===== src/rtl/tnm_pkg.sv =====
// Shared constants and types for the T1 network alarm monitor.
// Assumes a single 25 MHz system clock and synchronous inputs.
package tnm_pkg;

  // Alarm vector bit positions
  localparam int ALM_LOS = 0;
  localparam int ALM_OOF = 1;
  localparam int ALM_AIS = 2;
  localparam int ALM_YEL = 3;
  localparam int ALM_EER = 4;
  localparam int ALM_N   = 5;
  localparam logic [ALM_N-1:0] ALM_EN_RST = 5'h1f;

  // Error-rate threshold choices, strictest first
  typedef enum logic [2:0] {
    THR_E4,
    THR_E5,
    THR_E6,
    THR_E7,
    THR_E8,
    THR_E9
  } tnm_thr_e;
  localparam tnm_thr_e THR_RST = THR_E4;
  localparam int       THR_N   = 6;

  // Management link selection
  typedef enum logic [1:0] {
    LINK_OFF,
    LINK_FACILITY,
    LINK_DEDICATED
  } tnm_link_e;

  // Error count limits; a count above the limit declares the level
  localparam int CNT_W = 16;
  localparam logic [CNT_W-1:0] LIM_E4 = 16'h05ff;
  localparam logic [CNT_W-1:0] LIM_E5 = 16'h0399;
  localparam logic [CNT_W-1:0] LIM_E6 = 16'h005c;
  localparam logic [CNT_W-1:0] LIM_E7 = 16'h0009;
  localparam logic [CNT_W-1:0] LIM_E8 = 16'h0029;
  localparam logic [CNT_W-1:0] LIM_E9 = 16'h0004;

  // Time slots of the dedicated management channel
  localparam int SLOT_W   = 5;
  localparam int NUM_SLOTS = 24;
  localparam logic [SLOT_W-1:0] SLOT_NONE = 5'h00;
  localparam logic [SLOT_W-1:0] SLOT_MIN  = 5'h01;
  localparam logic [SLOT_W-1:0] SLOT_MAX  = 5'h18;

  // Timing
  localparam int CLK_HZ      = 25_000_000;
  localparam int TICK_MS     = 1000;
  localparam int TICK_CYC    = CLK_HZ / 1000 * TICK_MS;
  localparam int PER_SHORT_S = 10;
  localparam int PER_LONG_S  = 60;
  localparam int PER_INTV_S  = 900;

endpackage


===== src/rtl/tnm_alarm_monitor.sv =====
// Network-side alarm monitor: alarm events, error-rate detector and
// dedicated management channel time slot keeper.
// Assumes condition levels and CRC error pulses come from the framer,
// synchronous to i_mclk; configuration arrives as plain ports.
`timescale 1ns/1ps
// How it works
// - Loss-of-signal onset raises an event only while its enable is set.
// - Out-of-frame onset raises an event only while its enable is set.
// - All-ones alarm signal onset raises an event only when enabled.
// - Remote yellow alarm onset raises an event only when enabled.
// - Excess error rate becoming declared raises an event when enabled.
// - All five alarm enables, yellow and excess error included, reset to enabled.
// - Error-rate detection and reporting run only under extended superframe.
// - CRC-6 errors counted per period and compared with threshold limits.
// - Strictest: declare above 1535 per 10 s, clear below 1536.
// - Next: above 921 per 60 s or stricter level; clear below 922.
// - Next: above 92 per 60 s or stricter level; clear below 93.
// - Next: above 9 per 60 s or stricter level; clear below 10.
// - Next: above 41 over three 15-minute intervals or stricter level.
// - Loosest: above 4 over three 15-minute intervals or stricter level.
// - Management channel time slot held, limited to 1 through 24.
// - Only a free slot is accepted; default is lowest free slot.
// - Slot unassigned whenever the link is not the dedicated channel.
module tnm_alarm_monitor
  import tnm_pkg::*;
#(
  parameter int TICK_N  = tnm_pkg::TICK_CYC,
  parameter int SHORT_S = tnm_pkg::PER_SHORT_S,
  parameter int LONG_S  = tnm_pkg::PER_LONG_S,
  parameter int INTV_S  = tnm_pkg::PER_INTV_S
) (
  input  wire logic                               i_mclk,
  input  wire logic                               i_sys_rst,
  input  wire logic                               i_ce,
  input  wire logic                               i_los,
  input  wire logic                               i_oof,
  input  wire logic                               i_ais,
  input  wire logic                               i_yellow,
  input  wire logic                               i_crc_err,
  input  wire logic                               i_esf,
  input  wire logic                               i_cfg_wr,
  input  wire logic [tnm_pkg::ALM_N-1:0]          i_alarm_en,
  input  wire tnm_pkg::tnm_thr_e                  i_thresh,
  input  wire tnm_pkg::tnm_link_e                 i_mgmt_link,
  input  wire logic                               i_slot_wr,
  input  wire logic [tnm_pkg::SLOT_W-1:0]         i_slot_req,
  input  wire logic [tnm_pkg::NUM_SLOTS-1:0]      i_slot_busy,
  output logic [tnm_pkg::ALM_N-1:0]               o_alarm_evt,
  output logic [tnm_pkg::ALM_N-1:0]               o_alarm_en,
  output tnm_pkg::tnm_thr_e                       o_thresh,
  output logic                                    o_excess_error_rate_cond,
  output logic [tnm_pkg::SLOT_W-1:0]              o_dedicated_mgmt_channel_slot,
  output logic                                    o_slot_rej,
  output logic                                    o_tick
);
  import tnm_pkg::*;

  localparam int TW = $clog2(TICK_N);
  localparam logic [TW-1:0] TICK_LAST = TW'(TICK_N - 1);
  localparam int SUM_W = CNT_W + 2;

  // One-second tick
  logic [TW-1:0] tick_cnt_q;
  logic          tick_now;

  assign tick_now = (tick_cnt_q == TICK_LAST);

  // A free-running count keeps every period an exact number of ticks
  always_ff @(posedge i_mclk)
  begin
    if (i_sys_rst)
    begin
      tick_cnt_q <= '0;
      o_tick     <= 1'b0;
    end
    else if (i_ce)
    begin
      tick_cnt_q <= tick_now ? '0 : tick_cnt_q + TW'(1);
      o_tick     <= tick_now;
    end
  end

  // Error windows, held clear outside extended superframe
  logic             done_s;
  logic             done_l;
  logic             done_i;
  logic [CNT_W-1:0] cnt_s;
  logic [CNT_W-1:0] cnt_l;
  logic [CNT_W-1:0] cnt_i;
  logic             run;

  assign run = i_esf;

  tnm_err_window #(.PER_S(SHORT_S), .CW(CNT_W)) u_win_short (
    .i_mclk    (i_mclk),
    .i_sys_rst (i_sys_rst),
    .i_ce      (i_ce),
    .i_run     (run),
    .i_tick    (o_tick),
    .i_err     (i_crc_err),
    .o_done    (done_s),
    .o_count   (cnt_s)
  );

  tnm_err_window #(.PER_S(LONG_S), .CW(CNT_W)) u_win_long (
    .i_mclk    (i_mclk),
    .i_sys_rst (i_sys_rst),
    .i_ce      (i_ce),
    .i_run     (run),
    .i_tick    (o_tick),
    .i_err     (i_crc_err),
    .o_done    (done_l),
    .o_count   (cnt_l)
  );

  tnm_err_window #(.PER_S(INTV_S), .CW(CNT_W)) u_win_intv (
    .i_mclk    (i_mclk),
    .i_sys_rst (i_sys_rst),
    .i_ce      (i_ce),
    .i_run     (run),
    .i_tick    (o_tick),
    .i_err     (i_crc_err),
    .o_done    (done_i),
    .o_count   (cnt_i)
  );

  // Sliding sum of the last three interval counts
  logic [CNT_W-1:0] intv1_q;
  logic [CNT_W-1:0] intv2_q;
  logic [SUM_W-1:0] intv_sum;

  assign intv_sum = SUM_W'(cnt_i) + SUM_W'(intv1_q) + SUM_W'(intv2_q);

  // Per-level flags, index 0 is the strictest setting
  logic [THR_N-1:0] lvl_q;
  logic [THR_N-1:0] thr_mask;
  logic             eer_d;
  logic [THR_N-1:0] lvl_hit;
  logic [THR_N-1:0] lvl_upd;

  // A count equal to the limit clears, one above declares
  assign lvl_hit[0] = (cnt_s > LIM_E4);
  assign lvl_hit[1] = (cnt_l > LIM_E5);
  assign lvl_hit[2] = (cnt_l > LIM_E6);
  assign lvl_hit[3] = (cnt_l > LIM_E7);
  assign lvl_hit[4] = (intv_sum > SUM_W'(LIM_E8));
  assign lvl_hit[5] = (intv_sum > SUM_W'(LIM_E9));
  assign lvl_upd    = {done_i, done_i, done_l, done_l, done_l, done_s};

  genvar gi;

  // Each flag holds its verdict until its own period ends again
  generate
    for (gi = 0; gi < THR_N; gi++)
    begin : g_lvl
      always_ff @(posedge i_mclk)
      begin
        if (i_sys_rst || (i_ce && !run))
          lvl_q[gi] <= 1'b0;
        else if (i_ce && lvl_upd[gi])
          lvl_q[gi] <= lvl_hit[gi];
      end
    end
  endgenerate

  // Interval history; after leaving extended superframe the sum restarts from fewer
  // than three intervals rather than trusting stale counts
  always_ff @(posedge i_mclk)
  begin
    if (i_sys_rst || (i_ce && !run))
    begin
      intv1_q <= '0;
      intv2_q <= '0;
    end
    else if (i_ce && done_i)
    begin
      intv1_q <= cnt_i;
      intv2_q <= intv1_q;
    end
  end

  // A looser setting also honours every stricter level
  generate
    for (gi = 0; gi < THR_N; gi++)
    begin : g_mask
      assign thr_mask[gi] = (int'(o_thresh) >= gi);
    end
  endgenerate

  assign eer_d = run && |(lvl_q & thr_mask);

  // Alarm events on condition onset
  logic [ALM_N-1:0] cond;
  logic [ALM_N-1:0] cond_q;
  logic [ALM_N-1:0] evt_d;

  assign cond  = {eer_d, i_yellow, i_ais, i_oof, i_los};
  assign evt_d = cond & ~cond_q & o_alarm_en;

  // Configuration copy; a disabled bit also swallows the onset, so a late
  // enable while the condition stands raises nothing
  always_ff @(posedge i_mclk)
  begin
    if (i_sys_rst)
    begin
      o_alarm_en <= ALM_EN_RST;
      o_thresh   <= THR_RST;
    end
    else if (i_ce && i_cfg_wr)
    begin
      o_alarm_en <= i_alarm_en;
      o_thresh   <= i_thresh;
    end
  end

  always_ff @(posedge i_mclk)
  begin
    if (i_sys_rst)
    begin
      cond_q                   <= '0;
      o_alarm_evt              <= '0;
      o_excess_error_rate_cond <= 1'b0;
    end
    else if (i_ce)
    begin
      cond_q                   <= cond;
      o_alarm_evt              <= evt_d;
      o_excess_error_rate_cond <= eer_d;
    end
  end

  // Lowest free slot, found by a priority chain
  logic [SLOT_W-1:0] low_chain [NUM_SLOTS:0];
  logic [SLOT_W-1:0] low_free;

  assign low_chain[NUM_SLOTS] = SLOT_NONE;
  generate
    for (gi = 0; gi < NUM_SLOTS; gi++)
    begin : g_low
      assign low_chain[gi] = i_slot_busy[gi] ? low_chain[gi+1] : SLOT_W'(gi + 1);
    end
  endgenerate
  assign low_free = low_chain[0];

  logic              req_in_range;
  logic              req_free;
  logic              req_ok;
  logic              ddl_on;
  logic [SLOT_W-1:0] req_idx;

  assign ddl_on       = (i_mgmt_link == LINK_DEDICATED);
  assign req_in_range = (i_slot_req >= SLOT_MIN) && (i_slot_req <= SLOT_MAX);
  assign req_idx      = req_in_range ? i_slot_req - SLOT_MIN : '0;
  assign req_free     = !i_slot_busy[req_idx];
  assign req_ok       = ddl_on && req_in_range && req_free;

  // Slot writes are refused outside the dedicated channel mode as well
  always_ff @(posedge i_mclk)
  begin
    if (i_sys_rst)
      o_slot_rej <= 1'b0;
    else if (i_ce)
      o_slot_rej <= i_slot_wr && !req_ok;
  end

  // Busy changes after assignment are not rechecked; the slot stays put
  always_ff @(posedge i_mclk)
  begin
    if (i_sys_rst)
      o_dedicated_mgmt_channel_slot <= SLOT_NONE;
    else if (i_ce)
    begin
      if (!ddl_on)
        o_dedicated_mgmt_channel_slot <= SLOT_NONE;
      else if (i_slot_wr && req_ok)
        o_dedicated_mgmt_channel_slot <= i_slot_req;
      else if (o_dedicated_mgmt_channel_slot == SLOT_NONE)
        o_dedicated_mgmt_channel_slot <= low_free;
    end
  end
endmodule


===== src/rtl/tnm_err_window.sv =====
// Counts CRC-6 errors over a fixed number of one-second ticks.
// Assumes i_tick is a one-cycle pulse once per second.
`timescale 1ns/1ps
module tnm_err_window #(
  parameter int PER_S = 10,
  parameter int CW    = 16
) (
  input  wire logic          i_mclk,
  input  wire logic          i_sys_rst,
  input  wire logic          i_ce,
  input  wire logic          i_run,
  input  wire logic          i_tick,
  input  wire logic          i_err,
  output logic               o_done,
  output logic [CW-1:0]      o_count
);
  localparam int SW = $clog2(PER_S + 1);
  localparam logic [SW-1:0] SEC_LAST = SW'(PER_S - 1);

  logic [SW-1:0] sec_q;
  logic [CW-1:0] acc_q;
  logic [CW-1:0] acc_inc;
  logic          last_sec;

  // Saturate rather than wrap so a storm can never look quiet
  assign acc_inc  = (i_err && acc_q != {CW{1'b1}}) ? acc_q + CW'(1) : acc_q;
  assign last_sec = i_tick && (sec_q == SEC_LAST);

  always_ff @(posedge i_mclk)
  begin
    if (i_sys_rst || (i_ce && !i_run))
    begin
      sec_q   <= '0;
      acc_q   <= '0;
      o_done  <= 1'b0;
      o_count <= '0;
    end
    else if (i_ce)
    begin
      o_done <= last_sec;
      if (last_sec)
      begin
        sec_q   <= '0;
        acc_q   <= '0;
        o_count <= acc_inc;
      end
      else
      begin
        acc_q <= acc_inc;
        if (i_tick)
          sec_q <= sec_q + SW'(1);
      end
    end
  end
endmodule


===== config.mk =====
export PLATFORM = sky130hd
export DESIGN_NAME = tnm_alarm_monitor
export DESIGN_NICKNAME = d
export VERILOG_FILES = /design/src/rtl/tnm_pkg.sv /design/src/rtl/tnm_alarm_monitor.sv /design/src/rtl/tnm_err_window.sv
export SDC_FILE = /design/constraint.sdc
export NUM_CORES = 1
export LEC_CHECK = 0
export BUFFER_PORTS_ARGS = -buffer_cell sky130_fd_sc_hd__buf_4
export CAP_MARGIN = 20
export CORE_MARGIN = 4
export CORE_UTILIZATION = 50
export CTS_CLUSTER_SIZE = 8
export DETAILED_ROUTE_END_ITERATION = 8
export PLACE_DENSITY = 0.66
export SLEW_MARGIN = 0
export SYNTH_ARGS = -nofsm -noshare
export SYNTH_HDL_FRONTEND = slang
export SYNTH_SLANG_ARGS = --single-unit

===== constraint.sdc =====
create_clock -name i_mclk -period 3.7 [get_ports i_mclk]
set_input_delay 0.185 -clock i_mclk [delete_from_list [all_inputs] [get_ports i_mclk]]
set_output_delay 0.185 -clock i_mclk [all_outputs]
set_load 0.1 [all_outputs]

==> summary.txt <==
Outcome
  – Outcome: complete, no violations

Setup path
  – Worst setup path class: register to register
  – Critical Path Start Type: register
  – Crit-path max FO: 4
  – Req. time, crit path: 4010 ps
  – CP Data Arrival Time: ~3300 ps
  – Worst setup EP type: register

Synthesis
  – Synth Cell Area: 10,650 um2
  – Seq cells post-synth: 198
  – Synth Warn #: 0
  – Number of distinct library cells after synthesis: between 80 and 90
  – Avg Inst Size Synth: slightly above 8 um2
  – Post-synth ARST share: 0
  – Number of synthesized flops with an enable pin: 0
  – Primary FF master, synth: dfxtp_1
  – Mapped Nets: 1,394
  – Seq/Total Area, Yosys: 0.3722
  – Cells after Synth: between 1,000 and 1,500

Timing
  – Slew Limit Headroom: 0.4307
  – Tcrit/Tclk final: 0.8162
  – Fin. max-slew vios: 0
  – Min Clock Period, post-route: between 3000 and 4000 ps
  – Final Skew: around 10 ps
  – RSZ-0062 raised after global routing: false
  – Final hold violations: 0
  – Setup TNS Final: 0 ps
  – Worst-Margin Slew: roughly 850 ps
  – Achievable frequency: approximately 330 MHz
  – # setup viols final: 0

Floorplanning
  – I/O pins: 71
  – Die W: about 150 um
  – Die ar.: 23,700 um2
  – Std-Cell Rows: 53
  – Initial Utilization: 0.5082
  – Die height: about 150 um
  – Core area: roughly 21,000 um2

Drt
  – DRT Pass-1 Iters: 7
  – DRT antenna net count: 0
  – Routed WL: 24,060 um
  – Via density: 5.670
  – Via count: between 9,000 and 10,000
  – DR DRC count: 0
  – Initial DRC count: between 400 and 500
  – Post-DR wirelength/cell: around 15 um

Global route
  – Initial antenna violation count: 1
  – Largest net degree at the start of global routing: 80
  – GRT overflow: 0
  – Gr usage total: 0.2038
  – First-pass GRT wire length: between 40,000 and 50,000 um
  – Number of global-route vias before repair: roughly 8,800

Power and ir drop
  – Max VDD drop: ~0.00027 V
  – Pwr dens: 373.7 nW/um2
  – Pleak: 0.004422 uW

Final layout
  – Post-route cell area: 11,990 um2
  – Area Overhead vs Synth: 12.58%
  – Layout cells sized above 1: 0.1073
  – Most frequent cells in the layout: dfxtp_1 (198), nand2_1 (165), nor2_1 (152), a21oi_1 (104), o21ai_0 (99)
  – Commonest non-fill, non-tap cell in the layout: dfxtp_1
  – Fillers: a little under 2,000
  – Diode count: 0
  – Nets: 1,431

Clocking
  – Worst skew pair latency: 440 ps
  – CTS max path bufs: 2
  – Clock slew at reported path FFs: about 70 ps
  – Post-CTS Setup Bufs: 0
  – CTS sink count: a little under 200
  – Hold buffers post-CTS: 3
  – Total CTS buffers: 17
  – # resized after CTS: 0
  – CTS tree: done
  – H-tree levels: 4
  – Clock root buffer: clkbuf_16

Place
  – DPL Wire Length: about 17,000 um
  – PortBufs: 70
  – GPL Wtd Cong: roughly 0.84
  – Placed Instance Area: approximately 11,000 um2

Min path
  – Worst Hold Class: primary input to register

Job
  – # Max-Cap Violations: 0
## Yosys cell counts (all sizes together), types with 7 or more instances
library cell	count	area share
and2	18	0.011
a31oi	11	0.0065
nor2	153	0.054
nand3	32	0.016
nand2b	11	0.0072
nand4	28	0.018
nand2	165	0.058
a211oi	20	0.014
o31ai	9	0.0068
nor4	14	0.012
nor3	31	0.016
xnor2	45	0.037
fa	17	0.032
o2111ai	7	0.0058
a21oi	105	0.050
inv	33	0.012
and3	24	0.014
clkbuf	45	0.016
or3	13	0.0076
buf	23	0.012
a22oi	21	0.015
o21ai	101	0.047
ha	26	0.031
and4	9	0.0076
xor2	26	0.021
dfxtp	198	0.37
mux2i	11	0.010
## worst max-delay path: stages, from the launching register on
cell      delay, ps
dfxtp_1         340
fa_1            490
ha_1            240
fa_1            420
a211oi_1        230
o21bai_1        180
o22ai_1         180
o21ai_0         130
mux2_2          280
nor3_1          290
a21oi_1         110
## stage by stage
stage                     hold WS, ps  utilization  setup slack (ps)  power (uW)  std cells
final                           20.81       0.5722             680.2        4481       1626
after global routing            13.11       0.5722             491.8        4662       1626
after CTS                       11.54       0.5722             684.2        4535       1626
after detailed placement        442.1       0.5411             708.8        2582       1591
after global placement          433.4       0.5411             768.8        2580       1591
after floorplan                 331.8            -             991.3        2461       1301
## state kept, by name, indices dropped and copies added (netlist names), 3 cells and up
| register | flops |
|---|---|
| cond_q | 4 |
| intv1_q | 16 |
| intv2_q | 16 |
| lvl_q | 6 |
| o_alarm_en | 5 |
| o_alarm_evt | 5 |
| o_dedicated_mgmt_channel_slot | 5 |
| o_thresh | 3 |
| tick_cnt_q | 25 |
| u_win_intv.acc_q | 16 |
| u_win_intv.o_count | 16 |
| u_win_intv.sec_q | 10 |
| u_win_long.acc_q | 16 |
| u_win_long.o_count | 16 |
| u_win_long.sec_q | 6 |
| u_win_short.acc_q | 16 |
| u_win_short.o_count | 7 |
| u_win_short.sec_q | 4 |
## final timing paths
check / start / end / slack [ps] / cells past startpoint
hold reg to reg: u_win_short.o_count[11] / u_win_short.o_count[11] / 450 / 2
hold / removal: i_yellow / cond_q[3] / 20 / 3
setup / recovery: u_win_intv.o_count[1] / lvl_q[4] / 680 / 10
setup reg to reg: u_win_intv.o_count[1] / lvl_q[4] / 680 / 10
## kinds of logic after synthesis
family / Yosys count / share of synthesized area
flops: 198 / 0.3722
fa+ha+maj: 43 / 0.06250
compound gates: 342 / 0.2055
simple gates: 528 / 0.2441
buf+inv: 102 / 0.03959
mux: 17 / 0.01774
xor+xnor: 71 / 0.05839
## power breakdown
part / switching [uW] / total, uW / internal, uW
Combinational: 251 / 371 / 121
Sequential: 15.5 / 2160 / 2150
Clock: 836 / 1950 / 1110
## layout make-up
type | count | area [um2] | area share
sequential | 198 | 3964 | 0.3306
clock buffer | 20 | 456.7 | 0.03809
tap | 275 | 344.1 | 0.02870
multi-input combinational | 1001 | 6281 | 0.5238
clock inverter | 12 | 163.9 | 0.01367
inverter | 34 | 127.6 | 0.01064
timing repair buffer | 86 | 653.1 | 0.05447
## routing by layer
layer | vias up | track usage | wire length [um]
met3 | 24 | 0.04306 | 897
li1 | 4721 | - | -
met1 | 4340 | 0.2644 | 11320
met4 | 2 | 0.04584 | 299
met5 | - | 0 | 17
met2 | 133 | 0.3496 | 11520
Note: power is estimated with default switching activity, not from simulation.
